<file path="src/include/drive_terminal_pkg.sv">
package drive_terminal_pkg;

	// Clock and timing base
	localparam int CLK_FREQ_HZ = 20_000_000;
	localparam int MS_TICK_CYCLES = CLK_FREQ_HZ / 1000;
	localparam int DEBOUNCE_TIME_US = 5000;
	localparam int DEBOUNCE_CYCLES = (CLK_FREQ_HZ / 1_000_000) * DEBOUNCE_TIME_US;
	localparam int RESET_MIN_PULSE_MS = 12;
	localparam int ALARM_CLEAR_MAX_MS = 30;
	localparam int RUN_AFTER_POWERUP_S = 3;
	localparam int COMM_ERR_HOLD_S = 4;
	localparam logic [12:0] COMM_ERR_HOLD_MS = 13'(COMM_ERR_HOLD_S * 1000);
	localparam logic [15:0] RESET_HOLD_MS = 16'h000A;

	// Register byte addresses
	localparam logic [7:0] CONFIG_ADDR = 8'h00;
	localparam logic [7:0] RETRY_ADDR = 8'h04;
	localparam logic [7:0] THRESH_ADDR = 8'h08;
	localparam logic [7:0] STATUS_ADDR = 8'h0C;

	// Configuration field positions
	localparam int CFG_LOCK_LSB = 0;
	localparam int CFG_PAIR_LSB = 2;
	localparam int CFG_BIPOLAR_LSB = 4;
	localparam int CFG_FSRC_LSB = 6;
	localparam int CFG_RESET_EDGE_BIT = 8;

	// Reset values
	localparam logic [8:0] CONFIG_RESET = 9'h000;
	localparam logic [15:0] RETRY_RESET = 16'h03E8;
	localparam logic [15:0] THRESH_RESET = 16'h0000;

	// Terminal bit positions in the debounced vector
	localparam int T_BYPASS = 0;
	localparam int T_LOCK = 1;
	localparam int T_ASEL = 2;
	localparam int T_RESET = 3;
	localparam int T_FWD = 4;
	localparam int T_REV = 5;
	localparam int T_TH_OVER = 6;
	localparam int T_TH_OPEN = 7;
	localparam int TERMINALS = 8;

	// Setting encodings
	localparam logic [1:0] PAIR_CURRENT = 2'h0;
	localparam logic [1:0] PAIR_SECOND_V = 2'h1;
	localparam logic [1:0] FSRC_ANALOG = 2'h1;
	localparam logic [1:0] BIPOLAR_OFF = 2'h0;

	typedef enum logic [1:0] {
		LOCK_TERM_ALL = 2'b00,
		LOCK_TERM_FREQ_FREE = 2'b01,
		LOCK_SOFT_ALL = 2'b10,
		LOCK_SOFT_FREQ_FREE = 2'b11
	} lock_scope_type;

	typedef enum logic [1:0] {
		SRC_PRIMARY_V = 2'b00,
		SRC_CURRENT = 2'b01,
		SRC_SECOND_V = 2'b10,
		SRC_NONE = 2'b11
	} source_type;

	typedef enum logic [2:0] {
		ST_RESET = 3'b000,
		ST_STOP = 3'b001,
		ST_RUN = 3'b010,
		ST_BYPASS = 3'b011,
		ST_RETRY = 3'b100,
		ST_MATCH = 3'b101,
		ST_TRIP = 3'b110
	} state_type;

	// Trip codes
	localparam logic [7:0] TRIP_NONE = 8'h00;
	localparam logic [7:0] UNATTENDED_START_CODE = 8'h0D;
	localparam logic [7:0] THERMISTOR_TRIP_CODE = 8'h23;

endpackage

</file>
<file path="src/hw/drive_input_terminal_functions.sv">
// Local design decisions: the Wishbone slave port and the placing of the registers.
`timescale 1ns/10ps
// What this block does
// - Bypass rising edge suppresses motor output
// - Bypass falling edge: wait delay, match, run
// - Match only above configured frequency threshold
// - Run at power-on raises unattended-start error
// - Lock rejects edits, frequency maybe exempt
// - Lock released: all edits accepted again
// - Lock scope decides frequency editability
// - Software lock works without lock terminal
// - Select on, pair 00: current loop source
// - Select on, pair 01: second voltage source
// - Select off: primary voltage source for either pair
// - Only voltage inputs may be bipolar
// - Selection only when frequency source is 01
// - Reset pulse: output off, restart, clear trip
// - Alarm drops within 30 ms of reset
// - Reset edge selectable, active-high only
// - Power-on runs the reset sequence
// - Reset held 4 s at power-up: comm error
// - Over-temperature trips with thermistor code
// - Open thermistor trips; key clears when cool
module drive_input_terminal_functions
	import drive_terminal_pkg::*;
#(
	parameter int FREQ_W = 16,
	parameter int MS_CYCLES = MS_TICK_CYCLES,
	parameter int DEBOUNCE_COUNT = DEBOUNCE_CYCLES
) (
	// Clock and reset
	input wire logic clk_i,
	input wire logic rst_i,
	// Wishbone slave
	input wire logic wb_cyc_i,
	input wire logic wb_stb_i,
	input wire logic wb_we_i,
	input wire logic [7:0] wb_adr_i,
	input wire logic [3:0] wb_sel_i,
	input wire logic [31:0] wb_dat_i,
	output logic [31:0] wb_dat_o,
	output logic wb_ack_o,
	// Intelligent input terminals
	input wire logic bypass_enable_in,
	input wire logic edit_lock_in,
	input wire logic analog_select_in,
	input wire logic reset_in,
	input wire logic forward_run_in,
	input wire logic reverse_run_in,
	// Thermistor comparator results from the analog front end
	input wire logic thermistor_in,
	input wire logic thermistor_open_i,
	// Operator keys and sensed motor frequency
	input wire logic stop_reset_key_i,
	input wire logic any_key_i,
	input wire logic [FREQ_W-1:0] motor_freq_i,
	// Parameter edit requests
	input wire logic edit_req_i,
	input wire logic edit_is_freq_i,
	output logic edit_accept_o,
	output logic edit_reject_o,
	// Drive control outputs
	output logic motor_output_o,
	output logic run_mode_o,
	output logic freq_match_o,
	output logic alarm_o,
	output logic [7:0] trip_code_o,
	output logic comm_error_o,
	// Analog front end selection
	output logic [1:0] analog_source_o,
	output logic range_4_20_o,
	output logic bipolar_enable_o
);
	localparam int MW = $clog2(MS_CYCLES + 1);
	localparam logic [MW-1:0] MS_LAST = MW'(MS_CYCLES - 1);

	state_type state;
	state_type next_state;
	logic [8:0] config_reg;
	logic [15:0] retry_delay_param;
	logic [15:0] match_threshold_param;
	logic [7:0] trip_code;
	logic [7:0] next_trip_code;
	logic [MW-1:0] ms_div;
	logic ms_tick;
	logic [15:0] state_ms;
	logic [12:0] comm_ms;
	logic powerup_pending;
	logic powerup_window;
	logic comm_err;
	logic [TERMINALS-1:0] term_level;
	logic [TERMINALS-1:0] term_rise;
	logic [TERMINALS-1:0] term_fall;

	// Merge a 32-bit write into a register under the byte selects
	function automatic logic [31:0] merge_bytes(input logic [31:0] old, input logic [31:0] data,
			input logic [3:0] sel);
		logic [31:0] res;
		res = old;
		for (int b = 0; b < 4; b++) begin
			if (sel[b]) begin
				res[8*b +: 8] = data[8*b +: 8];
			end
		end
		return res;
	endfunction

	// Filtered terminals
	terminal_debounce #(
		.WIDTH(TERMINALS),
		.COUNT(DEBOUNCE_COUNT)
	) debounce_inst (
		.clk_i(clk_i),
		.rst_i(rst_i),
		.raw_i({thermistor_open_i, thermistor_in, reverse_run_in, forward_run_in,
			reset_in, analog_select_in, edit_lock_in, bypass_enable_in}),
		.level_o(term_level),
		.rise_o(term_rise),
		.fall_o(term_fall)
	);

	// Configuration fields
	wire [1:0] lock_scope_param = config_reg[CFG_LOCK_LSB +: 2];
	wire [1:0] input_pair_param = config_reg[CFG_PAIR_LSB +: 2];
	wire [1:0] bipolar_mode_param = config_reg[CFG_BIPOLAR_LSB +: 2];
	wire [1:0] freq_source_param = config_reg[CFG_FSRC_LSB +: 2];
	wire reset_edge_param = config_reg[CFG_RESET_EDGE_BIT];

	// Terminal decode; the reset terminal is used as normally open only
	wire run_cmd = term_level[T_FWD] | term_level[T_REV];
	wire reset_level = term_level[T_RESET];
	wire reset_event = reset_edge_param ? term_fall[T_RESET] : term_rise[T_RESET];
	wire therm_fault = term_level[T_TH_OVER] | term_level[T_TH_OPEN];
	wire retry_done = ms_tick && (state_ms >= retry_delay_param);
	wire hold_done = ms_tick && (state_ms >= RESET_HOLD_MS);
	wire above_threshold = motor_freq_i > match_threshold_param;

	// Edit lock decode
	wire soft_lock = lock_scope_param[1];
	wire lock_active = soft_lock | term_level[T_LOCK];
	wire freq_exempt = lock_scope_param[0];
	wire edit_ok = ~lock_active | (edit_is_freq_i & freq_exempt);

	// Analog source decode
	wire analog_ref = freq_source_param == FSRC_ANALOG;
	wire [1:0] pair_source = (input_pair_param == PAIR_CURRENT) ? SRC_CURRENT :
		(input_pair_param == PAIR_SECOND_V) ? SRC_SECOND_V : SRC_PRIMARY_V;
	wire [1:0] sel_source = term_level[T_ASEL] ? pair_source : SRC_PRIMARY_V;
	wire [1:0] next_source = analog_ref ? sel_source : SRC_NONE;
	wire next_bipolar = (next_source == SRC_PRIMARY_V || next_source == SRC_SECOND_V) &&
		(bipolar_mode_param != BIPOLAR_OFF);

	// Bus decode
	wire bus_req = wb_cyc_i & wb_stb_i & ~wb_ack_o;
	wire bus_wr = bus_req & wb_we_i;
	wire [31:0] status_word = {10'h000, comm_err, lock_active, analog_source_o, alarm_o,
		motor_output_o, trip_code, 5'h00, state};
	wire [31:0] read_word = (wb_adr_i == CONFIG_ADDR) ? {23'h000000, config_reg} :
		(wb_adr_i == RETRY_ADDR) ? {16'h0000, retry_delay_param} :
		(wb_adr_i == THRESH_ADDR) ? {16'h0000, match_threshold_param} :
		(wb_adr_i == STATUS_ADDR) ? status_word : 32'h00000000;
	wire [31:0] write_word = merge_bytes(read_word, wb_dat_i, wb_sel_i); // New data under sel, old value elsewhere

	// Run/trip sequencing; a recognised reset edge outranks everything
	always_comb begin
		next_state = state;
		next_trip_code = trip_code;
		if (reset_event) begin
			next_state = ST_RESET;
			next_trip_code = TRIP_NONE;
		end else if (therm_fault && state != ST_TRIP && state != ST_RESET) begin
			next_state = ST_TRIP;
			next_trip_code = THERMISTOR_TRIP_CODE;
		end else begin
			case (state)
				ST_RESET: begin
					if (hold_done) begin
						if (powerup_pending && run_cmd) begin
							next_state = ST_TRIP;
							next_trip_code = UNATTENDED_START_CODE;
						end else begin
							next_state = ST_STOP;
						end
					end
				end
				ST_STOP: begin
					if (term_rise[T_BYPASS]) begin
						next_state = ST_BYPASS;
					end else if (run_cmd) begin
						next_state = ST_RUN;
					end
				end
				ST_RUN: begin
					if (term_rise[T_BYPASS]) begin
						next_state = ST_BYPASS;
					end else if (!run_cmd) begin
						next_state = ST_STOP;
					end
				end
				ST_BYPASS: begin
					if (term_fall[T_BYPASS]) begin
						next_state = ST_RETRY;
					end
				end
				ST_RETRY: begin
					if (retry_done) begin
						if (!run_cmd) begin
							next_state = ST_STOP;
						end else if (above_threshold) begin
							next_state = ST_MATCH;
						end else begin
							next_state = ST_RUN;
						end
					end
				end
				ST_MATCH: begin
					next_state = ST_RUN;
				end
				ST_TRIP: begin
					if (trip_code == THERMISTOR_TRIP_CODE) begin
						if (stop_reset_key_i && !therm_fault) begin
							next_state = ST_STOP;
							next_trip_code = TRIP_NONE;
						end
					end else if (stop_reset_key_i || !run_cmd) begin
						next_state = ST_STOP;
						next_trip_code = TRIP_NONE;
					end
				end
				default: begin
					next_state = ST_RESET;
					next_trip_code = TRIP_NONE;
				end
			endcase
		end
	end

	// Millisecond enable divider; the exact count is a parameter so benches can shorten it
	always_ff @(posedge clk_i) begin
		if (rst_i || ms_div == MS_LAST) begin
			ms_div <= '0;
		end else begin
			ms_div <= ms_div + MW'(1);
		end
		ms_tick <= !rst_i && ms_div == MS_LAST;
	end

	// Time spent in the current state, in milliseconds
	always_ff @(posedge clk_i) begin
		if (rst_i || next_state != state) begin
			state_ms <= '0;
		end else if (ms_tick && state_ms != 16'hFFFF) begin
			state_ms <= state_ms + 16'h0001;
		end
	end

	// State and trip code; power-on enters the same reset state as the terminal,
	// but the unattended-start check belongs only to the first reset after power-on
	always_ff @(posedge clk_i) begin
		if (rst_i) begin
			state <= ST_RESET;
			trip_code <= TRIP_NONE;
			powerup_pending <= 1'b1;
		end else begin
			state <= next_state;
			trip_code <= next_trip_code;
			if (state == ST_RESET && next_state != ST_RESET) begin
				powerup_pending <= 1'b0;
			end
		end
	end

	// Power-up watch of the reset terminal; a drop of the terminal, or the terminal open once the power-up reset is over, ends it
	always_ff @(posedge clk_i) begin
		if (rst_i) begin
			powerup_window <= 1'b1;
			comm_ms <= '0;
		end else if (!powerup_window) begin
			comm_ms <= '0;
		end else if (term_fall[T_RESET] || (!powerup_pending && !reset_level)) begin
			powerup_window <= 1'b0;
		end else if (ms_tick && reset_level) begin
			comm_ms <= comm_ms + 13'h0001;
		end
	end

	// Communication fault shown to the remote operator, never a drive trip
	always_ff @(posedge clk_i) begin
		if (rst_i) begin
			comm_err <= 1'b0;
		end else if (powerup_window && reset_level && comm_ms > COMM_ERR_HOLD_MS) begin
			comm_err <= 1'b1;
		end else if (!reset_level && any_key_i) begin
			comm_err <= 1'b0;
		end
	end

	// Registered drive outputs; motor stays off while reset is held
	always_ff @(posedge clk_i) begin
		if (rst_i) begin
			motor_output_o <= 1'b0;
			run_mode_o <= 1'b0;
			freq_match_o <= 1'b0;
			alarm_o <= 1'b0;
			trip_code_o <= TRIP_NONE;
			comm_error_o <= 1'b0;
		end else begin
			motor_output_o <= (next_state == ST_RUN || next_state == ST_MATCH) &&
				!reset_level;
			run_mode_o <= next_state inside {ST_RUN, ST_BYPASS, ST_RETRY, ST_MATCH};
			freq_match_o <= next_state == ST_MATCH;
			alarm_o <= (next_state == ST_TRIP) && !reset_level;
			trip_code_o <= next_trip_code;
			comm_error_o <= comm_err;
		end
	end

	// Edit verdicts are one-cycle pulses answering each request cycle; analog selection outputs
	always_ff @(posedge clk_i) begin
		if (rst_i) begin
			edit_accept_o <= 1'b0;
			edit_reject_o <= 1'b0;
			analog_source_o <= SRC_NONE;
			range_4_20_o <= 1'b0;
			bipolar_enable_o <= 1'b0;
		end else begin
			edit_accept_o <= edit_req_i & edit_ok;
			edit_reject_o <= edit_req_i & ~edit_ok;
			analog_source_o <= next_source;
			range_4_20_o <= next_source == SRC_CURRENT;
			bipolar_enable_o <= next_bipolar;
		end
	end

	// Register writes land on the edge that raises ack
	always_ff @(posedge clk_i) begin
		if (rst_i) begin
			config_reg <= CONFIG_RESET;
			retry_delay_param <= RETRY_RESET;
			match_threshold_param <= THRESH_RESET;
		end else if (bus_wr) begin
			if (wb_adr_i == CONFIG_ADDR) begin
				config_reg <= write_word[8:0];
			end
			if (wb_adr_i == RETRY_ADDR) begin
				retry_delay_param <= write_word[15:0];
			end
			if (wb_adr_i == THRESH_ADDR) begin
				match_threshold_param <= write_word[15:0];
			end
		end
	end

	// Single-wait-state slave; unmapped addresses ack and read zero
	always_ff @(posedge clk_i) begin
		if (rst_i) begin
			wb_ack_o <= 1'b0;
			wb_dat_o <= 32'h00000000;
		end else begin
			wb_ack_o <= bus_req;
			wb_dat_o <= bus_req ? read_word : 32'h00000000;
		end
	end
endmodule

</file>
<file path="src/hw/terminal_debounce.sv">
`timescale 1ns/10ps
module terminal_debounce #(
	parameter int WIDTH = 8,
	parameter int COUNT = 100000
) (
	// Clock and reset
	input wire logic clk_i,
	input wire logic rst_i,
	// Raw terminals
	input wire logic [WIDTH-1:0] raw_i,
	// Filtered level and edge pulses
	output logic [WIDTH-1:0] level_o,
	output logic [WIDTH-1:0] rise_o,
	output logic [WIDTH-1:0] fall_o
);
	localparam int CW = $clog2(COUNT + 1);
	localparam logic [CW-1:0] LAST = CW'(COUNT - 1);

	logic [WIDTH-1:0] sync_a;
	logic [WIDTH-1:0] sync_b;
	logic [CW-1:0] cnt [WIDTH];

	// Two-stage synchroniser; first stage feeds only the second
	always_ff @(posedge clk_i) begin
		if (rst_i) begin
			sync_a <= '0;
			sync_b <= '0;
		end else begin
			sync_a <= raw_i;
			sync_b <= sync_a;
		end
	end

	// A level must hold a full window before it is accepted, so contact bounce
	// produces exactly one edge
	always_ff @(posedge clk_i) begin
		for (int i = 0; i < WIDTH; i++) begin
			if (rst_i) begin
				cnt[i] <= '0;
				level_o[i] <= 1'b0;
				rise_o[i] <= 1'b0;
				fall_o[i] <= 1'b0;
			end else begin
				rise_o[i] <= 1'b0;
				fall_o[i] <= 1'b0;
				if (sync_b[i] == level_o[i]) begin
					cnt[i] <= '0;
				end else if (cnt[i] == LAST) begin
					cnt[i] <= '0;
					level_o[i] <= sync_b[i];
					rise_o[i] <= sync_b[i];
					fall_o[i] <= ~sync_b[i];
				end else begin
					cnt[i] <= cnt[i] + CW'(1);
				end
			end
		end
	end
endmodule

</file>
<file path="config.mk">
export PLATFORM = sky130hd
export DESIGN_NAME = drive_input_terminal_functions
export DESIGN_NICKNAME = d
export VERILOG_FILES = /design/src/include/drive_terminal_pkg.sv /design/src/hw/drive_input_terminal_functions.sv /design/src/hw/terminal_debounce.sv
export SDC_FILE = /design/constraint.sdc
export NUM_CORES = 1
export LEC_CHECK = 0
export ABC_AREA = 1
export BUFFER_PORTS_ARGS = -buffer_cell sky130_fd_sc_hd__buf_4
export CAP_MARGIN = 10
export CORE_MARGIN = 5
export CORE_UTILIZATION = 60
export DETAILED_ROUTE_END_ITERATION = 7
export GPL_TIMING_DRIVEN = 0
export PLACE_DENSITY = 0.88
export RECOVER_POWER = 50
export SLEW_MARGIN = 20
export SYNTH_ARGS = -nofsm -noshare
export SYNTH_HDL_FRONTEND = slang
export SYNTH_HIERARCHICAL = 1
export SYNTH_SLANG_ARGS = --single-unit
</file>
<file path="constraint.sdc">
create_clock -name clk_i -period 4.4 [get_ports clk_i]
set_clock_uncertainty 0.2 [all_clocks]
set_input_delay 0.88 -clock clk_i [delete_from_list [all_inputs] [get_ports clk_i]]
set_output_delay 0.88 -clock clk_i [all_outputs]
set_load 0.03 [all_outputs]
</file>
[Yosys cells after proc, flatten, opt, wreduce, memory -nomap -nowiden]
Memory sizes are Yosys's and may differ from the RTL's.
Cells that the tools add are included.
Word-level totals
  flip-flop bits (word level): 172
  memory bits (writable): 136
  input bits: 77
  output and inout bits: 52
  word-level logic and storage cells: 371
  memories kept: 1
Memories
  debounce_inst.cnt: depth 8, width 17, read ports 8, clocked after Yosys merged registers in 0, write ports 8, RTL line terminal_debounce.sv:21  | logic [CW-1:0] cnt [WIDTH];
Operators by class
  add/subtract/negate cells: 11
  order comparisons: 4
  equality and inequality tests: 48
  mux-type cells: 152
  bitwise gates (word level): 54
  reduce and logical (&&, ||, !) cells: 60
Operator list (number)
  17-bit 2-to-1 mux: 24
  17-bit by 1-bit adder with 17-bit output (second input constant): 8
  17-bit == test (second input constant): 8
  1-bit 2-to-1 mux: 95
  16-bit 2-to-1 mux: 4
  8-bit 2-to-1 mux: 7
  3-bit 2-to-1 mux: 15
  1-bit bitwise OR: 28
  8-bit case mux with 3 select lines: 1
  2-bit AND reduction: 12
  3-bit case mux with 7 select lines: 1
  1-bit NOT: 20
  3-bit == test (second input constant): 6
  1-bit logical AND: 17
  16-bit by 1-bit adder with 16-bit output (second input constant): 1
  8-bit by 4-bit == test with 1-bit output (second input constant): 2
  16-bit >= comparator: 1
  16-bit by 4-bit >= comparator with 1-bit output (second input constant): 1
  16-bit > comparator: 1
  16-bit inequality test (second input constant): 1
  15-bit by 1-bit adder with 15-bit output (second input constant): 1
  15-bit == test (second input constant): 1
  3-bit inequality test (second input constant): 5
  13-bit by 1-bit adder with 13-bit output (second input constant): 1
  28 further kinds: 68

[Logic depth before layout (Yosys ltp)]
Gate-level depths: netlist (run 1).
  depth after elaboration: 11
  depth in mapped cells: 21
  depth with buffers taken out: 20

[Cells and area by module]
Netlist (run 1), hierarchy kept.
By module, submodules not included
  terminal_debounce: times used 1, cells each 1171, area each 9621.7 um^2, seq. area each 4884.7 um^2
  drive_input_terminal_functions: times used 1, cells each 962, area each 6785.3 um^2, seq. area each 2582.5 um^2

[Least setup slack after synthesis (run 1)]
No wires, ideal clock.
  path type: in2reg
  start point: input port motor_freq_i[15]
  end point: register state_ms[13]
  library setup time: 117 ps
  data arrival time: 2367 ps
  data required time: 4083 ps
  path slack: 1716 ps
  stages: 13
  path buffers: 1
  cell sequence: ha_1 nand2_1 nor3_1 nand3_1 nand2_1 nand2_1 nand2_1 nand2_1 a21oi_1 nor2_4 nand3_4 buf_6 nor2_2
Between the ends
  longest elaborated chain between the ends: 9
Ends and longest elaborated chain
  from (decl): RTL line drive_input_terminal_functions.sv:56  | input wire logic [FREQ_W-1:0] motor_freq_i,
  16-bit > comparator: RTL line drive_input_terminal_functions.sv:136  | wire above_threshold = motor_freq_i > match_threshold_param;
  3-bit 2-to-1 mux: RTL line drive_input_terminal_functions.sv:209  | end else if (above_threshold) begin
  3-bit 2-to-1 mux: RTL line drive_input_terminal_functions.sv:207  | if (!run_cmd) begin
  3-bit 2-to-1 mux: RTL line drive_input_terminal_functions.sv:206  | if (retry_done) begin
  3-bit case mux with 7 select lines: RTL line drive_input_terminal_functions.sv:175  | case (state)
  3-bit 2-to-1 mux: RTL line drive_input_terminal_functions.sv:171  | end else if (therm_fault && state != ST_TRIP && state != ST_RESET) begin
  3-bit 2-to-1 mux: RTL line drive_input_terminal_functions.sv:168  | if (reset_event) begin
  3-bit inequality test: RTL line drive_input_terminal_functions.sv:250  | if (rst_i || next_state != state) begin
  1-bit logical OR: RTL line drive_input_terminal_functions.sv:250
  to (signal assigned): RTL line drive_input_terminal_functions.sv:253  | state_ms <= state_ms + 16'h0001;
  to (decl): RTL line drive_input_terminal_functions.sv:86  | logic [15:0] state_ms;
Every way passes these cells.
A chain may end at the register's enable or synchronous reset.

[Final worst setup path (run 1)]
  start point: input port motor_freq_i[11]
  end point: register alarm_o
Between the ends
  longest elaborated chain between the ends: 9
Ends and longest elaborated chain
  16-bit > comparator: RTL line drive_input_terminal_functions.sv:136
  3-bit 2-to-1 mux: RTL line drive_input_terminal_functions.sv:209
  3-bit 2-to-1 mux: RTL line drive_input_terminal_functions.sv:207
  3-bit 2-to-1 mux: RTL line drive_input_terminal_functions.sv:206
  3-bit case mux with 7 select lines: RTL line drive_input_terminal_functions.sv:175
  3-bit 2-to-1 mux: RTL line drive_input_terminal_functions.sv:171
  3-bit 2-to-1 mux: RTL line drive_input_terminal_functions.sv:168
  3-bit == test: RTL line drive_input_terminal_functions.sv:312  | alarm_o <= (next_state == ST_TRIP) && !reset_level;
  1-bit logical AND: RTL line drive_input_terminal_functions.sv:312
  to (signal assigned): RTL line drive_input_terminal_functions.sv:312
  to (decl): RTL line drive_input_terminal_functions.sv:66  | output logic alarm_o,
Every way passes these cells.

==> metrics, run 1 <==
status complete, no violations; P per Cell Area 316 nW/um^2; Hold Path End debounce_inst/sync_b[3]; post-cts resize count 0; Max stage delay on crit path 600 ps; largest reg by FF count debounce_inst/cnt; reg2reg start match_threshold_param[11]; Clock Path Buffers 3; full die area 30200 um^2; P_leak 8.24 nW; width of the die about 170 um; max cap viols 0; met2 Usage GRT between 40% and 50%; max reg flops 136; First-pass DRT Iterations 7; vias in the first global route 13.5k; Ys Warns 6; Max Freq 0.331 GHz; Worst setup EP type register; # IOs 129; IR drop worst, VDD 0.252 mV; RSZ-0062 raised after global routing no; Avg WL per Cell 13.2 um; Hold Crit Start debounce_inst/sync_a[3]; hpwl dp between 20000 and 30000 um; # nets final 2502; Worst-Margin Slew 695 ps; largest net degree at the start of global routing 16; hold path depth 2; initial antenna violation count 0; WL final 36100 um; grt met3 use 3.56%; antenna viol nets, final 0; Clock transition at path regs 60 ps; r2r endpoint alarm_o; Worst Path Required about 4600 ps; row count 60; Initial Util between 60% and 70%; biggest regs debounce_inst/cnt: 136 flops, wb_dat_o: 22 flops; worst-case reg-to-reg path depth 12; Critical Path Start Type input pin; Root Driver clkbuf_16; M1 GR Usage 30.0%; Sum Neg Setup Slack 0 ps; drc violations 0; H-tree depth 1; crit path DAT 3220 ps; Reg2Reg Setup Slack between 1000 and 1500 ps; Post-Synthesis Mean Instance Area 7.64 um^2; first-iteration detailed-routing DRC count 1277; synthesized instance count 2103; Max-slew headroom a little over half; hold crit path type register to register; CTS tree done; GPL Wtd Cong 0.937; fin crit period 3020 ps; Vias/cell between 5 and 6; CP Class input pin to register; Slew Limit Fails 0; CP delay by family, top simple AND/OR/NAND/NOR gates; Syn Std Cell Area 16100 um^2; Skew-Pair Late Insertion Delay 570 ps; Final setup viols 0; Core Box Area 26700 um^2; Inserted Clock Buffers 31; Hold Fails Final Rpt 0; port bufs 97; Max Fanout on Critical Path 4; GR Overflow Total 0; via count 14.1k; slowest CP cell nor4_1; most frequent CP cell nand2_1; WP buf/inv 2; crit share post-route 68.7%; first-pass GRT wire length 60500 um; Tot GR Track Use 23.3%; n_diodes 0; Clock Sinks 293; critical-path cell list buf_4, ha_1, nand4_1, nor3_1, nand3_1, nand2_1, nand2_1, nand2_1, nand2_1, nand2_1, inv_1, nor4_1; share of layout cells above drive strength 1 9.73%; Post-CTS Setup Repair Bufs 0; fin util 70.1%; Die Span Y 174 um; busiest grt layer met2; Hold Buf Count CTS 0; area added between synthesis and finish 16.3%
worst max-delay path by stage:
stage | slack, ps | endpoint | startpoint | cells after the start
after global routing | 1210 | alarm_o | match_threshold_param[11] | 12
after CTS | 1490 | alarm_o | match_threshold_param[15] | 12
after detailed placement | 940 | alarm_o | motor_freq_i[11] | 12
final | 1380 | alarm_o | motor_freq_i[11] | 12
after floorplan | 1720 | state_ms[13] | motor_freq_i[15] | 13
after global placement | 920 | alarm_o | motor_freq_i[15] | 12
per-stage QoR:
stage	hold WS, ps	setup slack, ps	std cells	total power [mW]	instance area, um^2
after detailed placement	199	941	2688	3.34	17800
after global routing	231	1210	2746	6.13	18700
final	207	1380	2746	5.90	18700
after global placement	193	922	2688	3.32	17800
after CTS	207	1490	2746	5.95	18800
after floorplan	188	1720	2250	3.23	16600
placed cells by master, fill, tap and decap left out, drive strengths merged, types with 3 or more instances in the layout:
cell type / n
o21ai: 87
a31oi: 5
conb: 149
xnor2: 27
nand4: 40
nand3: 108
inv: 335
nor3: 41
clkbuf: 71
dfxtp: 157
xor2: 73
o221ai: 6
nand3b: 6
o21bai: 4
o2111ai: 3
ha: 45
o22ai: 4
clkinv: 9
a21oi: 99
nor4: 6
nor3b: 6
nor2: 407
or2: 6
buf: 122
o211ai: 5
nand2: 435
edfxtp: 136
cell type report:
type,instances,area [um^2]
buffer,46,265
clock buffer,50,972
clock inverter,8,71.3
fill,2043,7960
inverter,337,1270
multi-input combinational,1574,7730
sequential,293,7230
tap,341,427
timing repair buffer,97,724
routing by layer:
| metal | vias to the layer above | share of wire, % |
|---|---|---|
| met3 | 93 | 6.6 |
| li1 | 7114 | - |
| met2 | 477 | 48 |
| met1 | 6395 | 43 |
| met4 | 0 | 2.8 |
| met5 | - | 0 |
worst reg2reg max path, stage by stage (launching register included):
cell	delay (ps)
dfxtp_1	330
inv_1	70
ha_1	330
nand4_1	100
nor3_1	340
nand3_1	260
nand2_1	140
nand2_1	70
nand2_1	60
nand2_1	70
nand2_1	150
inv_1	110
nor4_1	600
power breakdown:
group / total, mW / leakage [nW] / switching (mW) / internal, mW
logic: 0.309 / 5.04 / 0.195 / 0.114
registers: 2.98 / 2.67 / 0.0630 / 2.91
clock network: 2.62 / 0.522 / 1.05 / 1.56
Power figures use the tool's default switching activity.
==> inputs of run 2 (changes only) <==
ABC_AREA = 0   (was 1)
CORE_UTILIZATION = 55   (was 60)
PLACE_DENSITY = 0.85   (was 0.88)
clock period = 2.4 ns   (was 4.4 ns; I/O delays follow)
==> run 2 against run 1 <==
  * The flow now finishes with violations (negative setup slack)
  * Clock-buffer cell count down 3
  * Highest routed layer unchanged
  * Utilization down 1.1 points
  * Critical path type is now register to register
  * Combinational power increased by 96%
  * Cell count down 18%
  * Synthesized cell count is 25% lower
  * Area after synthesis shrank 5.7%
  * First-iteration DRC count shrank 3.1%
  * Sequential cell count unchanged
  * Power rose by 92%
  * Critical path depth shrank 1
  * Global-route usage decreased by 0.83 points
==> metrics, run 2 <==
Clock transition at path regs 60 ps; Critical Path Start Type register; P per Cell Area slightly above 600 nW/um^2; commonest non-fill, non-tap cell in the layout nor2_1; antenna viol nets, final 0; Die Span Y approximately 180 um; Final setup viols 63; P_leak 6.64 nW; RSZ-0062 raised after global routing yes; Clock Sinks 293; critical-path cell list inv_1, ha_1, o31ai_1, nand4_1, nand3_2, a31o_2, nand2_1, xnor2_1, nor2_4, buf_4, nor4_4; port bufs 94; first-iteration detailed-routing DRC count about 1.2k; Max Freq 0.334 GHz; CP Class register to register; met2 Usage GRT approximately two fifths; n_diodes 0; Inserted Clock Buffers 34; width of the die roughly 180 um; M1 GR Usage about 28%; crit path DAT 3190 ps; row count 60; share of layout cells above drive strength 1 13.9%; DP Worst Slack -732 ps; Ys Warns 6; final setup margin -592 ps; WP buf/inv 2; Skew-Pair Late Insertion Delay 510 ps; largest net degree at the start of global routing 14; Worst setup EP type register; Sum Neg Setup Slack -13170 ps; Vias/cell about 5.8; largest reg by FF count debounce_inst/cnt; drc violations 0; Worst-Margin Slew 773 ps; fin util between 60% and 70%; status finished with violations; placed cell count 2157; max cap viols 0; synthesized instance count 1575; Max Fanout on Critical Path 7; GPL Wtd Cong 0.946; Max-slew headroom between 40% and 50%; vias in the first global route 12.4k; H-tree depth 2; Clock Path Buffers 3; Core Box Area 27000 um^2; initial antenna violation count 0; hold crit path type input pin to register; biggest regs debounce_inst/cnt: 136 flops, wb_dat_o: 22 flops; failing checks negative setup slack; total power 11.3 mW; Finished Cell Area 18700 um^2; fin crit period between 2000 and 3000 ps; # nets final 2012; Initial Util 56.1%; Hold Fails Final Rpt 0; Syn Std Cell Area approximately 15000 um^2; Tot GR Track Use 22.5%; IR drop worst, VDD 0.575 mV; busiest grt layer met2; via count 13.0k; hpwl dp approximately 25000 um; Post-Synthesis Mean Instance Area 9.63 um^2; GR Overflow Total 0; WL final between 30000 and 40000 um; First-pass DRT Iterations 6; slowest CP cell dfxtp_2; first-pass GRT wire length 58700 um; CP delay by family, top simple AND/OR/NAND/NOR gates; grt met3 use approximately 4.3%; Slew Limit Fails 0; area added between synthesis and finish 23.0%; max reg flops 136; most frequent cells in the layout 274 x nor2_1, 149 x conb_1, 149 x dfxtp_1; crit share post-route 125%; full die area 31000 um^2; Worst Path Required 2600 ps; hold_ws between 10 and 15 ps; Avg WL per Cell about 17 um; # IOs between 100 and 150; Placement Cell Area 16900 um^2; CTS tree done; final non-filler cell total approximately 2.3k; Root Driver clkbuf_16; Max stage delay on crit path roughly 400 ps
[run 2: final cells by class]
class,instances,area (um^2)
Fill cell,1938,8370
Multi-Input combinational cell,1287,8200
Sequential cell,293,7240
Clock buffer,47,1030
Timing Repair Buffer,134,945
Buffer,76,450
Tap cell,341,427
Inverter,64,240
Clock inverter,15,131
[run 2: what timing repair did]
item / 4_1_cts / 5_1_grt
hold buffers: 8 / 0
resized for setup: 32 / 54
cloned: 1 / 1
hold endpoints to repair: 8 / 0
setup endpoints to repair: 43 / 111
buffers inserted: 15 / 17
pin swaps: 11 / 20
[run 2: metal layers]
layer	up-vias	part of all wire, %
li1	6103	-
met1	6092	38
met2	626	49
met3	170	8.2
met4	0	4.3
met5	-	0
[run 2: worst reg2reg max path, cell delays in order (launching register included)]
cell and delay (ps):
dfxtp_2 390, inv_1 90, ha_1 220, o31ai_1 300
nand4_1 260, nand3_2 190, a31o_2 190, nand2_1 90
xnor2_1 320, nor2_4 140, buf_4 180, nor4_4 310
[run 2: worst paths after layout]
kind,startpoint,endpoint,slack (ps),cells past startpoint
setup reg to reg,state_ms[0],state_ms[1],-590,11
hold reg to reg,debounce_inst/sync_a[0],debounce_inst/sync_b[0],230,1
setup / recovery,state_ms[0],state_ms[1],-590,11
hold / removal,reverse_run_in,debounce_inst/sync_a[5],10,2
[run 2: power by group]
group          switching [mW]  internal [mW]  total [mW]
Combinational           0.351          0.255       0.606
Sequential              0.129           5.34        5.47
Clock                    2.04           3.23        5.27
==> inputs of run 3 (changes only) <==
==> constraint.sdc (replaced) <==
create_clock -name clk_i -period 2.4 [get_ports clk_i]
set_clock_uncertainty 0.2 [all_clocks]
set_input_delay 0.12 -clock clk_i [delete_from_list [all_inputs] [get_ports clk_i]]
set_output_delay 0.12 -clock clk_i [all_outputs]
set_load 0.03 [all_outputs]
==> run 3 against run 2 <==
  * The run ends with negative hold slack, negative setup slack left
  * Global-route usage grew 0.078 points
  * Sequential cell count is the same
  * Cell area grew 2.3%
  * Wire length shrank 1.7%
  * Register-to-register slack gained 100 ps
  * Critical path depth grew 1
  * Power shrank 2.1%
  * Maximum frequency grew 3.6%
  * Clock-buffer cell count is the same
  * Setup slack gained 100 ps
  * Highest routed layer unchanged
==> metrics, run 3 (synthesized netlist as in run 2, its figures left out) <==
vias in the first global route 12.5k; commonest non-fill, non-tap cell in the layout nor2_1; Worst setup EP type register; hpwl dp ~24000 um; Worst Setup SP match_threshold_param[4]; Clock Path Buffers 3; n_diodes 0; Worst Path Required about 2700 ps; Root Driver clkbuf_16; drc violations 0; # IOs 129; Max Fanout on Critical Path 6; Tot GR Track Use 22.5%; Die Span Y 176 um; Hold Fails Final Rpt 3; full die area a little over 30000 um^2; Avg WL per Cell roughly 16 um; biggest regs debounce_inst/cnt: 136 flops, wb_dat_o: 22 flops; P_leak 6.90 nW; most frequent cells in the layout 276 x nor2_1, 149 x conb_1, 146 x dfxtp_1; Seq pwr share 49.2%; fin crit period roughly 2900 ps; Worst-Margin Slew 754 ps; Clock Sinks 293; Reg2Reg Setup Slack -490 ps; Slew Limit Fails 0; grt met3 use 3.55%; reg2reg start match_threshold_param[4]; width of the die 176 um; Sw Ratio 22.3%; first-iteration detailed-routing DRC count 1028; antenna viol nets, final 0; # nets final 2067; area added between synthesis and finish 25.9%; hold_ws -48.4 ps; worst-case reg-to-reg path depth 12; final non-filler cell total 2311; Critical Path Start Type register; GPL Wtd Cong ~0.9; Comb pwr share 5.9%; Core Box Area 27000 um^2; Net Sw Power roughly 2.5 mW; max reg flops between 100 and 150; Inserted Clock Buffers 31; Clock transition at path regs approximately 60 ps; placed cell count between 2k and 2.5k; Skew-Pair Late Insertion Delay 570 ps; share of layout cells above drive strength 1 between 15 and 20%; via count 12.9k; Initial Util 56.1%; initial antenna violation count 0; Max Freq between 0.3 and 0.4 GHz; CTS tree done; total power 11.1 mW; first-pass GRT wire length 59200 um; crit path DAT 3160 ps; busiest grt layer met2; RSZ-0062 raised after global routing yes; Clk pwr share 44.8%; M1 GR Usage between 20% and 30%; status finished with violations; CP Class register to register; r2r endpoint state_ms[3]; port bufs 94; Vias/cell between 5 and 6; Sum Neg Setup Slack -10680 ps; crit share post-route 120%; IR drop worst, VDD 0.550 mV; H-tree depth 1; WL final around 37000 um; largest net degree at the start of global routing 16; Max-slew headroom 49.6%; P per Cell Area 582 nW/um^2; Layout fillers approximately 1.9k; First-pass DRT Iterations 8; hold crit path type input pin to register; row count 60; met2 Usage GRT 40.7%; largest reg by FF count debounce_inst/cnt; Int Pwr 8.64 mW; Worst Setup EP state_ms[3]; GR Overflow Total 0; max cap viols 0; final setup margin -488 ps; failing checks negative hold slack, negative setup slack; Final setup viols 30
==> run 3: what timing repair did <==
action | 4_1_cts | 5_1_grt
gates resized for setup | 40 | 53
endpoints found under the setup margin | 37 | 116
hold endpoints to repair | 75 | 1
buffers inserted | 17 | 39
cloned | 1 | 1
hold buffers | 46 | 1
pin swaps | 17 | 30
==> run 3: worst min path at each step <==
stage                         from             to  slack (ps)  cells past startpoint
detailed placement  edit_is_freq_i  edit_reject_o         120                      2
global route               wb_we_i  config_reg[0]          50                      5
finish                 wb_adr_i[0]   wb_dat_o[14]         -50                      6
global placement    edit_is_freq_i  edit_reject_o         110                      2
CTS                       wb_cyc_i    wb_dat_o[2]           5                      5
floorplan           edit_is_freq_i  edit_reject_o          20                      1
==> run 3: cell type report <==
| class | instances | area, um^2 | share of cell area [%] |
|---|---|---|---|
| Buffer | 73 | 429 | 2.25 |
| Clock buffer | 47 | 966 | 5.06 |
| Clock inverter | 11 | 115 | 0.603 |
| Inverter | 64 | 243 | 1.27 |
| Multi-Input combinational cell | 1287 | 8200 | 43.0 |
| Sequential cell | 293 | 7240 | 37.9 |
| Tap cell | 341 | 427 | 2.23 |
| Timing Repair Buffer | 195 | 1470 | 7.72 |
==> run 3: critical path, stage by stage (launching register included) <==
cell       delay (ps)
dfxtp_2           360
inv_2              40
ha_1              270
nand4_1           140
nor4_4            410
a21bo_4           300
nand4_4            90
o2111ai_2         140
a21o_4            270
xnor2_4           160
buf_4             140
buf_6             130
nor4_1            150
==> run 3: layer usage <==
| metal | up-vias | wire (um) |
|---|---|---|
| met1 | 6112 | 14700 |
| li1 | 6219 | - |
| met4 | 0 | 1180 |
| met5 | - | 0 |
| met2 | 500 | 18700 |
| met3 | 113 | 2740 |
==> run 3: power groups by stage <==
stage	sequential (mW)	clock (mW)	combinational [mW]
2_1_floorplan	5.54	0	0.376
3_3_place_gp	5.56	0	0.521
3_5_place_dp	5.57	0	0.532
4_1_cts	5.46	5.05	0.608
5_1_grt	5.48	5.29	0.725
6_report	5.47	4.98	0.661
==> run 3: stage by stage <==
step,cell area (um^2),utilization (%),setup slack [ps]
6_report,19100,70.7,-488
5_1_grt,19100,70.7,-531
4_1_cts,18800,69.5,-346
2_1_floorplan,15800,-,-164
3_5_place_dp,16900,62.5,-653
3_3_place_gp,16900,62.5,-542
